`src/include/tas_defs.vh`:
```
`ifndef TAS_DEFS_VH
`define TAS_DEFS_VH

// register map (byte addresses, one aligned word each)
`define TAS_ADDR_STATUS 12'h000
`define TAS_ADDR_CFG 12'h004
`define TAS_ADDR_W 12

// status word field positions
`define TAS_NONSECURE_NONINVASIVE_STATE_FIELD_LO 2
`define TAS_NONSECURE_NONINVASIVE_STATE_FIELD_HI 3
`define TAS_SID_LO 4
`define TAS_SID_HI 5
`define TAS_SECURE_NONINVASIVE_STATE_FIELD_LO 6
`define TAS_SECURE_NONINVASIVE_STATE_FIELD_HI 7
`define TAS_HID_LO 8
`define TAS_HID_HI 9
`define TAS_EL2_NONINVASIVE_STATE_FIELD_LO 10
`define TAS_EL2_NONINVASIVE_STATE_FIELD_HI 11

// two-bit field codes
`define TAS_CODE_ABSENT 2'h0
`define TAS_CODE_OFF 2'h2
`define TAS_CODE_ON 2'h3

// status value loaded on trace reset, fixed per build
`define TAS_STATUS_RESET 32'h0000_0000

// axi response codes
`define TAS_RESP_OKAY 2'h0
`define TAS_RESP_SLVERR 2'h2

// cfg register: bit 0 enables el2 trace suppression gate
`define TAS_CFG_GATE_BIT 0
`define TAS_CFG_RESET 32'h0000_0001

// el2 prohibited flag and gate bit after reset: closed until proven open
`define TAS_PROHIB_RESET 1'b1
`define TAS_GATE_RESET 1'b1

`endif

```
`src/hw/tas_sync2.v`:
```
`timescale 1ns/100ps
`include "tas_defs.vh"

// two-flop synchroniser, one per bit of a bus of pin levels
module tas_sync2 #(
    parameter W = 4
) (
    mclk,
    rst,
    din,
    dout
);
    input wire mclk;
    input wire rst;
    input wire [W-1:0] din;
    output wire [W-1:0] dout;

    reg [W-1:0] meta_q;
    reg [W-1:0] sync_q;

    // first stage is read only by the second stage
    genvar gi;
    generate
        for (gi = 0; gi < W; gi = gi + 1) begin : g_bit
            always @(posedge mclk or posedge rst) begin
                if (rst) begin
                    meta_q[gi] <= 1'b0;
                    sync_q[gi] <= 1'b0;
                end else begin
                    meta_q[gi] <= din[gi];
                    sync_q[gi] <= meta_q[gi];
                end
            end
        end
    endgenerate

    assign dout = sync_q;
endmodule

```
`src/hw/tas_auth_status.v`:
```
// Operation
// - software reads current permitted trace level
// - optional el2 invasive, noninvasive enable inputs
// - both el2 enables low prohibits el2 tracing
// - without el2 enables, nonsecure inputs govern el2
// - el2 invasive needs nonsecure invasive permitted
// - el2 noninvasive needs nonsecure noninvasive permitted
// - status word 32-bit read-only, writes ignored
// - trace reset loads fixed build-time value
// - nonsecure noninvasive field presence is build option
// - el2 noninvasive field bits 11:10, 10 off 11 on
// - el2 noninvasive field 00 when no separate enable
// - real-time profile: field shows el2 permission
// - other profiles: el2 noninvasive field fixed 00
// - el2 invasive field bits 9:8 reads 00
// - nonsecure noninvasive field bits 3:2 encodings
// - secure invasive field bits 5:4 reads 00
`timescale 1ns/100ps
`include "tas_defs.vh"

module tas_auth_status #(
    parameter HAS_EL2_EN = 1,
    parameter HAS_NONSECURE_NONINVASIVE_STATE_FIELD = 1,
    parameter RT_PROFILE = 1
) (
    mclk,
    rst,
    trace_rst,
    nonsecure_invasive_enable,
    nonsecure_noninvasive_enable,
    el2_invasive_enable,
    el2_noninvasive_enable,
    pe_at_el2,
    trace_valid_in,
    trace_valid_out,
    el2_trace_prohibited,
    s_axi_awaddr,
    s_axi_awvalid,
    s_axi_awready,
    s_axi_wdata,
    s_axi_wstrb,
    s_axi_wvalid,
    s_axi_wready,
    s_axi_bresp,
    s_axi_bvalid,
    s_axi_bready,
    s_axi_araddr,
    s_axi_arvalid,
    s_axi_arready,
    s_axi_rdata,
    s_axi_rresp,
    s_axi_rvalid,
    s_axi_rready
);
    input wire mclk;
    input wire rst;
    input wire trace_rst;
    input wire nonsecure_invasive_enable;
    input wire nonsecure_noninvasive_enable;
    input wire el2_invasive_enable;
    input wire el2_noninvasive_enable;
    input wire pe_at_el2;
    input wire trace_valid_in;
    output wire trace_valid_out;
    output wire el2_trace_prohibited;
    input wire [`TAS_ADDR_W-1:0] s_axi_awaddr;
    input wire s_axi_awvalid;
    output wire s_axi_awready;
    input wire [31:0] s_axi_wdata;
    input wire [3:0] s_axi_wstrb;
    input wire s_axi_wvalid;
    output wire s_axi_wready;
    output wire [1:0] s_axi_bresp;
    output wire s_axi_bvalid;
    input wire s_axi_bready;
    input wire [`TAS_ADDR_W-1:0] s_axi_araddr;
    input wire s_axi_arvalid;
    output wire s_axi_arready;
    output wire [31:0] s_axi_rdata;
    output wire [1:0] s_axi_rresp;
    output wire s_axi_rvalid;
    input wire s_axi_rready;

    // ***********************************************************
    // authentication input synchronisers
    // ***********************************************************

    wire [3:0] auth_raw;
    wire [3:0] auth_s;
    wire ns_inv;
    wire ns_ninv;
    wire el2_inv_pin;
    wire el2_ninv_pin;

    assign auth_raw = {el2_noninvasive_enable, el2_invasive_enable,
                       nonsecure_noninvasive_enable, nonsecure_invasive_enable};

    // enables come from another block's timing, so resynchronise them
    tas_sync2 #(
        .W(4)
    ) u_sync (
        .mclk(mclk),
        .rst(rst),
        .din(auth_raw),
        .dout(auth_s)
    );

    assign ns_inv = auth_s[0];
    assign ns_ninv = auth_s[1];
    assign el2_inv_pin = auth_s[2];
    assign el2_ninv_pin = auth_s[3];

    // ***********************************************************
    // permission logic
    // ***********************************************************

    wire el2_inv_ok;
    wire el2_ninv_ok;
    wire el2_trace_ok;

    // el2 enables never widen what nonsecure permits
    generate
        if (HAS_EL2_EN != 0) begin : g_el2
            assign el2_inv_ok = el2_inv_pin & ns_inv;
            assign el2_ninv_ok = el2_ninv_pin & ns_ninv;
            // both el2 pins low prohibits tracing at el2; the el2 invasive pin
            // counts only while nonsecure invasive debug is permitted too
            assign el2_trace_ok = (el2_inv_ok & ns_ninv) | el2_ninv_ok;
        end else begin : g_noel2
            // el2 pins ignored; the nonsecure enables alone decide
            assign el2_inv_ok = ns_inv;
            assign el2_ninv_ok = ns_ninv;
            assign el2_trace_ok = ns_ninv;
        end
    endgenerate

    // ***********************************************************
    // status word assembly
    // ***********************************************************

    reg [1:0] nonsecure_noninvasive_state_field_code;
    reg [1:0] el2_noninvasive_state_field_code;
    reg [31:0] status_d;

    // field codes from current permissions
    always @* begin
        if (HAS_NONSECURE_NONINVASIVE_STATE_FIELD != 0) begin
            nonsecure_noninvasive_state_field_code = ns_ninv ? `TAS_CODE_ON : `TAS_CODE_OFF;
        end else begin
            nonsecure_noninvasive_state_field_code = `TAS_CODE_ABSENT;
        end
        if (RT_PROFILE != 0 && HAS_EL2_EN != 0) begin
            el2_noninvasive_state_field_code = el2_ninv_ok ? `TAS_CODE_ON : `TAS_CODE_OFF;
        end else begin
            el2_noninvasive_state_field_code = `TAS_CODE_ABSENT;
        end
    end

    // fields placed by name; every bit not listed stays zero
    always @* begin
        status_d = 32'h0000_0000;
        status_d[`TAS_NONSECURE_NONINVASIVE_STATE_FIELD_HI:`TAS_NONSECURE_NONINVASIVE_STATE_FIELD_LO] = nonsecure_noninvasive_state_field_code;
        status_d[`TAS_SID_HI:`TAS_SID_LO] = `TAS_CODE_ABSENT;
        status_d[`TAS_SECURE_NONINVASIVE_STATE_FIELD_HI:`TAS_SECURE_NONINVASIVE_STATE_FIELD_LO] = `TAS_CODE_ABSENT;
        status_d[`TAS_HID_HI:`TAS_HID_LO] = `TAS_CODE_ABSENT;
        status_d[`TAS_EL2_NONINVASIVE_STATE_FIELD_HI:`TAS_EL2_NONINVASIVE_STATE_FIELD_LO] = el2_noninvasive_state_field_code;
    end

    reg [31:0] status_q;

    // registered so a read sees a stable word; trace reset wins
    always @(posedge mclk or posedge rst) begin
        if (rst) begin
            status_q <= `TAS_STATUS_RESET;
        end else if (trace_rst) begin
            status_q <= `TAS_STATUS_RESET;
        end else begin
            status_q <= status_d;
        end
    end

    // ***********************************************************
    // control register and el2 trace gate
    // ***********************************************************

    reg gate_q;
    reg prohib_q;
    wire gate_en;

    // gate on by default: prohibited el2 trace is suppressed until software opts out
    assign gate_en = gate_q;

    // registered so the status pin and the gate switch on the same edge
    always @(posedge mclk or posedge rst) begin
        if (rst) begin
            prohib_q <= `TAS_PROHIB_RESET;
        end else begin
            prohib_q <= ~el2_trace_ok;
        end
    end

    // gate off is for bring-up only; it lets el2 trace through regardless
    assign el2_trace_prohibited = prohib_q;
    assign trace_valid_out = trace_valid_in &
                             ~(gate_en & pe_at_el2 & prohib_q);

    // ***********************************************************
    // axi4-lite write channel
    // ***********************************************************

    reg aw_got_q;
    reg w_got_q;
    reg [`TAS_ADDR_W-1:0] awaddr_q;
    reg [31:0] wdata_q;
    reg bvalid_q;
    reg [1:0] bresp_q;
    reg wstrb0_q;
    wire aw_hs;
    wire w_hs;
    wire wr_go;
    wire [`TAS_ADDR_W-1:0] wr_addr;
    wire wr_strb0;
    wire wr_bit;
    wire cfg_wr;

    assign s_axi_awready = ~aw_got_q & ~bvalid_q;
    assign s_axi_wready = ~w_got_q & ~bvalid_q;
    assign aw_hs = s_axi_awvalid & s_axi_awready;
    assign w_hs = s_axi_wvalid & s_axi_wready;
    assign wr_go = (aw_got_q | aw_hs) & (w_got_q | w_hs);
    assign s_axi_bvalid = bvalid_q;
    assign s_axi_bresp = bresp_q;

    // the later of address and data decides; the earlier one comes from its hold flop
    assign wr_addr = aw_hs ? s_axi_awaddr : awaddr_q;
    assign wr_strb0 = w_hs ? s_axi_wstrb[0] : wstrb0_q;
    assign wr_bit = w_hs ? s_axi_wdata[`TAS_CFG_GATE_BIT] : wdata_q[`TAS_CFG_GATE_BIT];
    assign cfg_wr = wr_go & (wr_addr == `TAS_ADDR_CFG) & wr_strb0;

    // address and data taken in any order; response after both
    always @(posedge mclk or posedge rst) begin
        if (rst) begin
            aw_got_q <= 1'b0;
            w_got_q <= 1'b0;
            awaddr_q <= {`TAS_ADDR_W{1'b0}};
            wdata_q <= 32'h0000_0000;
            wstrb0_q <= 1'b0;
            bvalid_q <= 1'b0;
            bresp_q <= `TAS_RESP_OKAY;
        end else begin
            if (aw_hs) begin
                awaddr_q <= s_axi_awaddr;
            end
            if (w_hs) begin
                wdata_q <= s_axi_wdata;
                wstrb0_q <= s_axi_wstrb[0]; // strobe kept for a late address
            end
            if (wr_go) begin
                aw_got_q <= 1'b0;
                w_got_q <= 1'b0;
                bvalid_q <= 1'b1;
                // status word ignores writes but answers okay
                case (wr_addr)
                    `TAS_ADDR_STATUS: begin
                        bresp_q <= `TAS_RESP_OKAY;
                    end
                    `TAS_ADDR_CFG: begin
                        bresp_q <= `TAS_RESP_OKAY;
                    end
                    default: begin
                        bresp_q <= `TAS_RESP_SLVERR;
                    end
                endcase
            end else begin
                if (aw_hs) begin
                    aw_got_q <= 1'b1;
                end
                if (w_hs) begin
                    w_got_q <= 1'b1;
                end
                if (bvalid_q && s_axi_bready) begin
                    bvalid_q <= 1'b0;
                end
            end
        end
    end

    // ***********************************************************
    // cfg gate register
    // ***********************************************************

    // gate bit lives apart from the bus state; only a strobed cfg write moves it
    always @(posedge mclk or posedge rst) begin
        if (rst) begin
            gate_q <= `TAS_GATE_RESET;
        end else if (cfg_wr) begin
            gate_q <= wr_bit;
        end
    end

    // ***********************************************************
    // axi4-lite read channel
    // ***********************************************************

    reg rvalid_q;
    reg [31:0] rdata_q;
    reg [1:0] rresp_q;
    wire ar_hs;

    assign s_axi_arready = ~rvalid_q;
    assign ar_hs = s_axi_arvalid & s_axi_arready;
    assign s_axi_rvalid = rvalid_q;
    assign s_axi_rdata = rdata_q;
    assign s_axi_rresp = rresp_q;

    // one read outstanding; data registered at address acceptance
    always @(posedge mclk or posedge rst) begin
        if (rst) begin
            rvalid_q <= 1'b0;
            rdata_q <= 32'h0000_0000;
            rresp_q <= `TAS_RESP_OKAY;
        end else if (ar_hs) begin
            rvalid_q <= 1'b1;
            case (s_axi_araddr)
                `TAS_ADDR_STATUS: begin
                    rdata_q <= status_q;
                    rresp_q <= `TAS_RESP_OKAY;
                end
                `TAS_ADDR_CFG: begin
                    rdata_q <= {31'h0, gate_q};
                    rresp_q <= `TAS_RESP_OKAY;
                end
                default: begin
                    rdata_q <= 32'h0000_0000;
                    rresp_q <= `TAS_RESP_SLVERR;
                end
            endcase
        end else if (rvalid_q && s_axi_rready) begin
            rvalid_q <= 1'b0;
        end
    end
endmodule

```
`config.mk`:
```
export PLATFORM = sky130hd
export DESIGN_NAME = tas_auth_status
export DESIGN_NICKNAME = d
export VERILOG_FILES = /design/src/hw/tas_sync2.v /design/src/hw/tas_auth_status.v
export VERILOG_INCLUDE_DIRS = /design/src /design/src/include
export SDC_FILE = /design/constraint.sdc
export NUM_CORES = 1
export LEC_CHECK = 0
export BUFFER_PORTS_ARGS = -buffer_cell sky130_fd_sc_hd__buf_2
export CAP_MARGIN = 20
export CORE_AREA = 2 2 66 68
export CTS_BUF_LIST = sky130_fd_sc_hd__clkbuf_8
export DETAILED_ROUTE_END_ITERATION = 12
export DIE_AREA = 0 0 68 70
export PLACE_DENSITY = 0.8
export SYNTH_ARGS = -nofsm -noshare
export SYNTH_HDL_FRONTEND = slang
export SYNTH_SLANG_ARGS = --single-unit
```
`constraint.sdc`:
```
create_clock -name mclk -period 1.9 [get_ports mclk]
set_input_delay 0.095 -clock mclk [delete_from_list [all_inputs] [get_ports mclk]]
set_output_delay 0.095 -clock mclk [all_outputs]
set_load 0.01 [all_outputs]
```
==> flow_summary.yaml, run 1 <==
run_status:
  status: "completed"
power_and_ir_drop:
  power_report.internal_total_mw: 1.61
  irDropWorstVdd_mv: 0.630
  power_frac_clock_pct: 23.6
  portion_of_total_power_attributed_to_combinational_logic_pct: 27.3
  leakage_component_of_the_power_nw: 1.05
  p_switching_uw: 652
  p_seq_share_pct: 49.0
  powerDensity_nw_per_um2: 1090
  power.share.switching_pct: 28.9
yosys:
  async_reset_ff_share_pct: 100
  synth-seq-area-share_pct: 56.2
  yosys_most_used_dff: "sky130_fd_sc_hd__dfrtp_1"
  area_share_of_the_largest_cell_type_after_synthesis_pct: 53.0
  synth_edf_count: 0
  synth_top_cells_by_area: "sky130_fd_sc_hd__dfrtp_1 (53%), sky130_fd_sc_hd__buf_4 (14%), sky130_fd_sc_hd__mux2_2 (8.2%)"
  yosysTopAreaCell: "sky130_fd_sc_hd__dfrtp_1"
  yosysMostFrequentCell: "sky130_fd_sc_hd__dfrtp_1"
  synthesis_stage_register_bit_count: 37
  mappedNetlistArea_sq_um: 1650
  synth_common_cells: "sky130_fd_sc_hd__dfrtp_1 (35), sky130_fd_sc_hd__buf_4 (30), sky130_fd_sc_hd__mux2_2 (12)"
  count_of_synthesis_stage_warnings_from_yosys: 0
  synth.avg_cell_area_sq_um: 12.2
  syn_inst: 136
  synthDistinctLibCells: 31
sta:
  achievable-frequency_ghz: 0.591
  timing.clock.skew_ns: 0.00233
  timing.max_slew.rel_slack_pct: 58.8
  setup_repair_after_global_routing_missed_its_margin: "false"
  timing_max_transition_violations_final: 0
  worst_pin_slew_ns: 0.612
  period_needed_ns: 1.69
  final-hold-violation-count: 0
  report.final.setup_viol: 0
  finalCritPeriodShare_pct: 89.1
  accumulated_negative_setup_slack_ns: 0
global_route:
  grt_use_met3_pct: 4.83
  grt_pass1_vias: 967
  grt_max_degree: 38
  grtUsageMet2_pct: 18.3
  grtUsageMet1_pct: 14.0
  busiest_layer: "met2"
  grt_antenna_before_repair: 0
  global_route_wire_length_before_repair_microns: 4120
  global_route.usage.total_pct: 11.9
  grt.overflow.total: 0
setup_path:
  crit_required_ns: 2.11
  worst_path_largest_cell_delay_ns: 0.41
  timing.rr.end: "gate_en$_DFFE_PP1P_"
  register_to_register_setup_slack_ns: 0.21
  worst_setup_path_end_kind: "flip-flop"
  biggest_fanout_along_the_worst_timing_path: 7
  critical_path.reg2reg.startpoint: "s_axi_bvalid$_DFFE_PP0P_"
  startpoint: "s_axi_bvalid$_DFFE_PP0P_"
  worstPathCellList: "buf_4, nor3b_2, mux2i_1, a2111oi_2, mux2_1"
  path_buf_inv: 1
  largest_delay_contributor_family_on_the_critical_path: "multiplexers"
  worst-endpoint-arrival_ns: 1.90
  cell_count_of_the_worst_reg_to_reg_path: 5
  setup.worst_path.start_class: "flip-flop"
  crit_path_top_delay_cell: "sky130_fd_sc_hd__dfrtp_1"
  timing_worst_setup_path_type: "reg2reg"
floorplan:
  die_width_microns: 68
  floorplan.initialDensity_pct: 39.9
  die_area_sq_um: 4760
  coreArea_sq_um: 4140
  num_rows: 24
  die_h_microns: 70
  ioPinCount: 117
min_path:
  worstHoldEndpoint: "awaddr_q[4]$_DFF_PP0_"
  min_path_type: "in2reg"
  holdPathStages: 2
  min-delay-start: "s_axi_awaddr[4]"
clocking:
  clkTransAtPathRegs_ns: 0.06
  clkLatencyLatePin_ns: 0.28
  post-cts-setup-buffers: 0
  numClockSinks: 37
  root_buffer: "sky130_fd_sc_hd__clkbuf_8"
  ctsHtreeMaxLevel: 2
  tritoncts: "done"
  tritoncts.num_buffers: 5
  clock_path_buffers: 2
routing:
  detail_route.wl_per_cell_microns: 10.7
  routed_wirelength_microns: 2770
  drt.antenna.violating_nets: 0
  vias: 1125
  dr.first_iter.drc_count: 12
  drc: 0
  viasPerCell: 4.34
  first_pass_detailed_route_iteration_total: 2
placed_design:
  place_area_sq_um: 1900
  gp_congestion: 0.685
  place.detailed.hpwl_microns: 2080
  buffer_ports.inserted: 53
job:
  timing.max_cap.violations: 0
finish:
  nNetsFinal: 280
  area.growth.synth_to_final_pct: 25.0
  antenna-diode-count: 0
  drive_gt1_share_pct: 40.1
  post-route-cell-area_sq_um: 2070
  filler_cell_count: 406
[flip-flops by register name, indices dropped and copies added (netlist names)]
signal	flops
status_q	3
u_sync.dout	4
w_got_q	1
s_axi_rresp	1
el2_trace_prohibited	1
s_axi_rdata	4
gate_en	1
s_axi_bvalid	1
s_axi_bresp	1
wstrb0_q	1
aw_got_q	1
wdata_q	1
u_sync.meta_q	4
awaddr_q	12
s_axi_rvalid	1
[cell type report]
cell class / count / area [sq um] / share of cell area [%]
well taps: 52 / 65.1 / 3.15
clock inverters: 2 / 7.51 / 0.363
multi-input cells: 89 / 573 / 27.7
clock buffers: 6 / 82.6 / 4.00
repair buffers: 66 / 383 / 18.5
flip-flops and latches: 37 / 928 / 44.9
inverters: 7 / 26.3 / 1.27
[layer usage]
layer  wire, microns  part of all wire, %
met2            1290                   47
met4              48                  1.7
met3             267                  9.7
met5               0                    0
met1            1160                   42
[metrics by stage]
| step | utilization [%] | std cells | total power [mW] | setup slack (ns) | hold WS, ns |
|---|---|---|---|---|---|
| 6_report | 49.8 | 259 | 2.26 | 0.207 | 0.0545 |
| 5_1_grt | 49.8 | 259 | 2.42 | 0.0932 | 0.0461 |
| 3_3_place_gp | 45.7 | 243 | 1.71 | 0.194 | 0.204 |
| 2_1_floorplan | - | 164 | 1.57 | 0.194 | 0.126 |
| 4_1_cts | 49.8 | 259 | 2.30 | 0.182 | 0.0421 |
| 3_5_place_dp | 45.7 | 243 | 1.74 | 0.198 | 0.204 |
[timing repair]
item                      in CTS  in global routing
hold buffers                   8                  0
hold endpoints to repair      43                  0
resized for setup              0                  0
[worst max path at each step]
stage / cells after the start / to
after floorplan: 4 / gate_en$_DFFE_PP1P_
after global placement: 4 / gate_en$_DFFE_PP1P_
after detailed placement: 4 / gate_en$_DFFE_PP1P_
after CTS: 4 / gate_en$_DFFE_PP1P_
after global routing: 4 / gate_en$_DFFE_PP1P_
final: 5 / gate_en$_DFFE_PP1P_
[logic make-up (layout without fill, tap and decap cells)]
kind of cell	count (synthesis)	after routing	synth area share (%)
mux	15	15	10.1
flops	37	37	56.2
simple gates	31	31	11.6
buf+inv	38	81	15.5
other cells	1	29	0.227
compound gates	14	14	6.43
[power by group through the flow]
| stage | registers (mW) | logic [mW] | clock network (mW) |
|---|---|---|---|
| after detailed placement | 1.13 | 0.617 | 0 |
| after global placement | 1.11 | 0.596 | 0 |
| after floorplan | 1.13 | 0.437 | 0 |
| final | 1.11 | 0.617 | 0.534 |
| after global routing | 1.14 | 0.687 | 0.589 |
| after CTS | 1.11 | 0.630 | 0.558 |
[cell usage in the layout, fill, tap and decap left out, types with 2 or more instances in the layout]
master | netlist | routed
sky130_fd_sc_hd__buf_2 | 1 | 53
sky130_fd_sc_hd__dfrtp_1 | 35 | 35
sky130_fd_sc_hd__conb_1 | 1 | 29
sky130_fd_sc_hd__mux2_2 | 12 | 12
sky130_fd_sc_hd__inv_1 | 7 | 9
sky130_fd_sc_hd__dlygate4sd3_1 | 0 | 8
sky130_fd_sc_hd__nor4_1 | 7 | 7
sky130_fd_sc_hd__nand2_1 | 6 | 6
sky130_fd_sc_hd__clkbuf_8 | 0 | 6
sky130_fd_sc_hd__buf_4 | 30 | 5
sky130_fd_sc_hd__nor2_1 | 4 | 4
sky130_fd_sc_hd__nor3_1 | 4 | 4
sky130_fd_sc_hd__nor2b_1 | 3 | 3
sky130_fd_sc_hd__a22o_1 | 3 | 3
sky130_fd_sc_hd__mux2i_1 | 2 | 2
sky130_fd_sc_hd__a21o_1 | 2 | 2
sky130_fd_sc_hd__o21ai_0 | 2 | 2
sky130_fd_sc_hd__dfstp_2 | 2 | 2
(Power assumes the default switching activity.)
==> run 2, diff against run 1 <==
--- a/config.mk
+++ b/config.mk
@@ -6,12 +6,13 @@
 export SDC_FILE = /design/constraint.sdc
 export NUM_CORES = 1
 export LEC_CHECK = 0
-export BUFFER_PORTS_ARGS = -buffer_cell sky130_fd_sc_hd__buf_2
+export ABC_AREA = 1
+export BUFFER_PORTS_ARGS = -buffer_cell sky130_fd_sc_hd__buf_4
 export CAP_MARGIN = 20
-export CORE_AREA = 2 2 66 68
+export CORE_AREA = 2 2 67 69
 export CTS_BUF_LIST = sky130_fd_sc_hd__clkbuf_8
 export DETAILED_ROUTE_END_ITERATION = 12
-export DIE_AREA = 0 0 68 70
+export DIE_AREA = 0 0 69 71
 export PLACE_DENSITY = 0.8
 export SYNTH_ARGS = -nofsm -noshare
 export SYNTH_HDL_FRONTEND = slang
==> flow_summary.yaml, run 2 <==
run_status:
  status: "completed"
floorplan:
  floorplan.initialDensity_pct: 40.9
  coreArea_sq_um: 4200
  ioPinCount: 117
  die_area_sq_um: 4900
  die_h_microns: 71
  num_rows: 24
  die_width_microns: 69
placed_design:
  place.detailed.hpwl_microns: 2350
  buffer_ports.inserted: 53
  gp_congestion: 0.723
  pre_cts_slack_ns: 0.389
  post-place-cells: 293
sta:
  setup_repair_after_global_routing_missed_its_margin: "false"
  final_critical_path_setup_slack_ns: 0.406
  period_needed_ns: 1.49
  timing.clock.skew_ns: 0.00353
  timing_max_transition_violations_final: 0
  final-hold-violation-count: 0
  finalCritPeriodShare_pct: 78.6
  achievable-frequency_ghz: 0.670
  accumulated_negative_setup_slack_ns: 0
  report.final.setup_viol: 0
global_route:
  grt_max_degree: 38
  grt.overflow.total: 0
  global_route.usage.total_pct: 13.9
  grt_pass1_vias: 1354
  global_route_wire_length_before_repair_microns: 5490
  grt_antenna_before_repair: 0
clocking:
  clkLatencyLatePin_ns: 0.28
  clock_path_buffers: 2
  tritoncts: "done"
  ctsHtreeMaxLevel: 2
  numClockSinks: 37
  hold_buffers: 7
  ctsResizeCount: 0
  tritoncts.num_buffers: 5
  root_buffer: "sky130_fd_sc_hd__clkbuf_8"
  post-cts-setup-buffers: 0
  clkTransAtPathRegs_ns: 0.08
routing:
  detail_route.wl_per_cell_microns: 10.2
  drt.antenna.violating_nets: 0
  drc: 0
  dr.first_iter.drc_count: 45
  viasPerCell: 4.31
  first_pass_detailed_route_iteration_total: 4
  vias: 1328
  routed_wirelength_microns: 3130
yosys:
  yosys_most_used_dff: "sky130_fd_sc_hd__dfrtp_1"
  area_share_of_the_largest_cell_type_after_synthesis_pct: 50.9
  post_synth_and_or_nand_nor_area_fraction_pct: 23.8
  mappedNetlistArea_sq_um: 1720
  synth.mux.area_fraction_pct: 0
  synthDistinctLibCells: 23
  synth_edf_count: 0
  dominant_combinational_cell_family_by_area_after_synthesis: "simple AND/OR/NAND/NOR gates"
  async_reset_ff_share_pct: 100
  yosysMostFrequentCell: "sky130_fd_sc_hd__nand2_1"
  count_of_synthesis_stage_warnings_from_yosys: 0
  synth.avg_cell_area_sq_um: 9.01
  yosysTopAreaCell: "sky130_fd_sc_hd__dfrtp_1"
  yosys.area_share.xor_xnor_pct: 0
  syn_inst: 191
  synth_top_cells_by_area: "sky130_fd_sc_hd__dfrtp_1 (51%), sky130_fd_sc_hd__buf_4 (14%), sky130_fd_sc_hd__nand2_1 (10%)"
  synthesis_stage_register_bit_count: 37
  post_synth_fa_ha_maj_area_fraction_pct: 0
  synth_common_cells: "sky130_fd_sc_hd__nand2_1 (47), sky130_fd_sc_hd__dfrtp_1 (35), sky130_fd_sc_hd__buf_4 (31)"
  synth-compound-area-share_pct: 3.42
  synth-seq-area-share_pct: 54.0
finish:
  largest_register_ff_count: 12
  filler_cell_count: 410
  area.growth.synth_to_final_pct: 28.8
  final_cell_mix: "sky130_fd_sc_hd__buf_4 (55), sky130_fd_sc_hd__nand2_1 (47), sky130_fd_sc_hd__dfrtp_1 (35), sky130_fd_sc_hd__conb_1 (29), sky130_fd_sc_hd__inv_1 (19)"
  nNetsFinal: 329
  antenna-diode-count: 0
  drive_gt1_share_pct: 29.3
  final_common_cell: "sky130_fd_sc_hd__buf_4"
  largest-register: "awaddr_q"
  finalNonFillerCells: 308
setup_path:
  crit_required_ns: 2.13
  worst_setup_path_end_kind: "flip-flop"
  cell_count_of_the_worst_reg_to_reg_path: 10
  timing_worst_setup_path_type: "reg2reg"
  biggest_fanout_along_the_worst_timing_path: 15
  setup.worst_path.start_class: "flip-flop"
  worst-endpoint-arrival_ns: 1.72
power_and_ir_drop:
  leakage_component_of_the_power_nw: 1.19
  irDropWorstVdd_mv: 0.787
  total_power_mw: 2.40
  powerDensity_nw_per_um2: 1080
job:
  timing.max_cap.violations: 0
min_path:
  holdPathStages: 2
  min_path_type: "in2reg"
[run 2: changes by cell type after synthesis, sizes merged, moves of 3 or more]
cell	previous run	this run
nor3	4	1
mux2	13	0
nand3	0	16
a21oi	1	4
o21ai	3	7
nor4	7	2
nor2	4	16
nor2b	3	0
inv	7	19
a22o	3	0
nand2	6	51
[run 2: cells by family (layout without fill, tap and decap cells)]
kind of cell	Yosys count	in the layout
simple gates	90	90
buf+inv	52	89
flops	37	37
compound gates	11	11
other cells	1	29
[run 2: final timing paths]
check | start | slack (ns) | end
setup / recovery | s_axi_bvalid$_DFFE_PP0P_ | 0.41 | gate_en$_DFFE_PP1P_
hold / removal | s_axi_rready | 0.006 | s_axi_rvalid$_DFFE_PP0P_
setup reg to reg | s_axi_bvalid$_DFFE_PP0P_ | 0.41 | gate_en$_DFFE_PP1P_
hold reg to reg | u_sync.meta_q[3]$_DFF_PP0_ | 0.36 | u_sync.dout[3]$_DFF_PP0_
max in group asynchronous | rst | 1.08 | el2_trace_prohibited$_DFF_PP1_
min in group asynchronous | rst | 0.47 | awaddr_q[10]$_DFF_PP0_
[run 2: report_power, final]
group	leakage [nW]	switching (mW)	internal [mW]
combinational	0.708	0.481	0.314
sequential	0.447	0.0818	0.981
clock	0.0364	0.282	0.257
[run 2: layout make-up]
| class | instances | area (sq um) | share of cell area [%] |
|---|---|---|---|
| Inverter | 19 | 71.3 | 3.22 |
| Clock inverter | 3 | 22.5 | 1.02 |
| Clock buffer | 5 | 68.8 | 3.11 |
| Tap cell | 52 | 65.1 | 2.94 |
| Multi-Input combinational cell | 130 | 577 | 26.0 |
| Timing Repair Buffer | 62 | 483 | 21.8 |
| Sequential cell | 37 | 928 | 41.9 |
[run 2: routing by layer]
layer	GRT usage, %	wire, microns	vias to the layer above
met2	25.4	1680	49
met3	4.56	198	4
met5	0	0	-
met4	4.58	29	0
li1	-	-	658
met1	15.1	1230	617
[run 2: stage by stage]
step,area [sq um],utilization (%),hold WS (ns)
finish,2220,52.7,0.00592
global route,2220,52.7,0.0174
CTS,2220,52.7,0.00394
detailed placement,2050,48.9,0.206
global placement,2050,48.9,0.204
floorplan,1830,-,0.126
[run 2: worst max-delay path, cell delays in order (launching register included)]
cell and delay [ns]:
sky130_fd_sc_hd__dfrtp_1 0.44, sky130_fd_sc_hd__nor2_4 0.16, sky130_fd_sc_hd__nand2_4 0.13, sky130_fd_sc_hd__nand2_1 0.08
sky130_fd_sc_hd__nand2_1 0.07, sky130_fd_sc_hd__nor2_1 0.11, sky130_fd_sc_hd__nand2_1 0.08, sky130_fd_sc_hd__nor2_2 0.16
sky130_fd_sc_hd__nand3_1 0.09, sky130_fd_sc_hd__nand2_1 0.07, sky130_fd_sc_hd__inv_1 0.03
==> run 3, diff against run 2 <==
==> constraint.sdc (replaced) <==
create_clock -name mclk -period 1.46 [get_ports mclk]
set_input_delay 0.073 -clock mclk [delete_from_list [all_inputs] [get_ports mclk]]
set_output_delay 0.073 -clock mclk [all_outputs]
set_load 0.01 [all_outputs]
==> flow_summary.yaml, run 3 (synthesis results as in run 2) <==
setup_path:
  crit_required_ns: 1.70
  worst-endpoint-arrival_ns: 1.68
  worst_setup_path_end_kind: "flip-flop"
  timing_worst_setup_path_type: "reg2reg"
  biggest_fanout_along_the_worst_timing_path: 13
  setup.worst_path.start_class: "flip-flop"
  register_to_register_setup_slack_ns: 0.02
global_route:
  grt_max_degree: 38
  grt_pass1_vias: 1303
  grt_antenna_before_repair: 0
  grt.overflow.total: 0
  global_route_wire_length_before_repair_microns: 5550
  global_route.usage.total_pct: 14.0
clocking:
  tritoncts.num_buffers: 5
  tritoncts: "done"
  numClockSinks: 37
  ctsHtreeMaxLevel: 2
  root_buffer: "sky130_fd_sc_hd__clkbuf_8"
  clkLatencyLatePin_ns: 0.29
  clkTransAtPathRegs_ns: 0.08
  clock_path_buffers: 2
floorplan:
  die_area_sq_um: 4900
  ioPinCount: 117
  floorplan.initialDensity_pct: 40.9
  die_h_microns: 71
  die_width_microns: 69
  num_rows: 24
  coreArea_sq_um: 4200
placed_design:
  buffer_ports.inserted: 53
  post-place-cells: 294
  place.detailed.hpwl_microns: 2320
  place_area_sq_um: 2060
  gp_congestion: 0.714
finish:
  largest_register_ff_count: 12
  area.growth.synth_to_final_pct: 33.1
  final_common_cell: "sky130_fd_sc_hd__buf_4"
  post-route-cell-area_sq_um: 2290
  largest-register: "awaddr_q"
  final_cell_mix: "sky130_fd_sc_hd__buf_4 (56), sky130_fd_sc_hd__nand2_1 (42), sky130_fd_sc_hd__dfrtp_1 (35), sky130_fd_sc_hd__conb_1 (29), sky130_fd_sc_hd__inv_1 (19)"
  filler_cell_count: 394
  drive_gt1_share_pct: 31.7
  finalNonFillerCells: 311
  nNetsFinal: 332
  antenna-diode-count: 0
run_status:
  status: "completed"
sta:
  timing_max_transition_violations_final: 0
  timing.clock.skew_ns: 0.00341
  period_needed_ns: 1.44
  final-hold-violation-count: 0
  finalHoldWorstSlack_ns: 0.0281
  setup_repair_after_global_routing_missed_its_margin: "true"
  finalCritPeriodShare_pct: 98.6
  report.final.setup_viol: 0
  achievable-frequency_ghz: 0.695
routing:
  vias: 1307
  detail_route.wl_per_cell_microns: 10.3
  first_pass_detailed_route_iteration_total: 4
  drc: 0
  viasPerCell: 4.20
  routed_wirelength_microns: 3190
  dr.first_iter.drc_count: 12
  drt.antenna.violating_nets: 0
power_and_ir_drop:
  powerDensity_nw_per_um2: 1480
  p_seq_share_pct: 40.8
  power_frac_clock_pct: 25.9
  power_report.internal_total_mw: 2.26
  power.share.switching_pct: 33.6
  p_switching_mw: 1.14
  leakage_component_of_the_power_nw: 1.22
  portion_of_total_power_attributed_to_combinational_logic_pct: 33.3
  irDropWorstVdd_mv: 1.06
job:
  timing.max_cap.violations: 0
min_path:
  min_path_type: "in2reg"
run 3: what timing repair did:
| action | 4_1_cts | 5_1_grt |
|---|---|---|
| hold buffers | 8 | 0 |
| hold endpoints to repair | 44 | 0 |
| buffers inserted | 0 | 1 |
| gates resized for setup | 0 | 8 |
| endpoints found under the setup margin | 0 | 3 |
run 3: final timing paths:
kind / startpoint / end / cells past startpoint
setup / recovery: aw_got_q$_DFFE_PP0P_ / gate_en$_DFFE_PP1P_ / 10
hold / removal: s_axi_wdata[0] / wdata_q[0]$_DFFE_PP0P_ / 3
setup reg to reg: aw_got_q$_DFFE_PP0P_ / gate_en$_DFFE_PP1P_ / 10
hold reg to reg: u_sync.meta_q[3]$_DFF_PP0_ / u_sync.dout[3]$_DFF_PP0_ / 0
max in group asynchronous: rst / el2_trace_prohibited$_DFF_PP1_ / 4
min in group asynchronous: rst / s_axi_rvalid$_DFFE_PP0P_ / 4
run 3: critical path: stages, from the launching register on:
cell,delay [ns]
sky130_fd_sc_hd__dfrtp_1,0.41
sky130_fd_sc_hd__nor2_4,0.19
sky130_fd_sc_hd__buf_6,0.18
sky130_fd_sc_hd__nand3b_1,0.10
sky130_fd_sc_hd__nand2_2,0.09
sky130_fd_sc_hd__nand3_2,0.09
sky130_fd_sc_hd__nor2_2,0.13
sky130_fd_sc_hd__nand2_1,0.06
sky130_fd_sc_hd__nand2_1,0.06
sky130_fd_sc_hd__nand2_1,0.04
sky130_fd_sc_hd__inv_1,0.05
run 3: per-stage QoR:
step / power, mW / setup slack, ns / setup TNS, ns / util (%)
global route: 3.65 / -0.131 / -0.151 / 54.5
floorplan: 2.16 / 0.0271 / 0 / -
CTS: 3.37 / 0.00902 / 0 / 53.7
global placement: 2.40 / 0.0422 / 0 / 49.0
detailed placement: 2.45 / 0.0266 / 0 / 49.0
finish: 3.40 / 0.0212 / 0 / 54.5
run 3: power groups by stage:
| stage | combinational, mW | sequential [mW] | clock [mW] |
|---|---|---|---|
| floorplan | 0.762 | 1.39 | 0 |
| finish | 1.13 | 1.38 | 0.880 |
| global placement | 1.01 | 1.39 | 0 |
| detailed placement | 1.05 | 1.40 | 0 |
| global route | 1.29 | 1.41 | 0.947 |
| CTS | 1.07 | 1.39 | 0.910 |
run 3: final cells by class:
type                            count  area, sq um  share of cell area, %
Clock buffer                        5         68.8                   3.01
Clock inverter                      3         46.3                   2.02
Inverter                           19         71.3                   3.11
Multi-Input combinational cell    130          598                   26.1
Sequential cell                    37          928                   40.5
Tap cell                           52         65.1                   2.84
Timing Repair Buffer               65          512                   22.3
run 3: routing by layer:
metal / global-route usage, % / part of all wire [%]
met5: 0 / 0
met4: 5.23 / 1.1
met3: 3.28 / 5.7
met2: 24.8 / 53
met1: 16.5 / 40
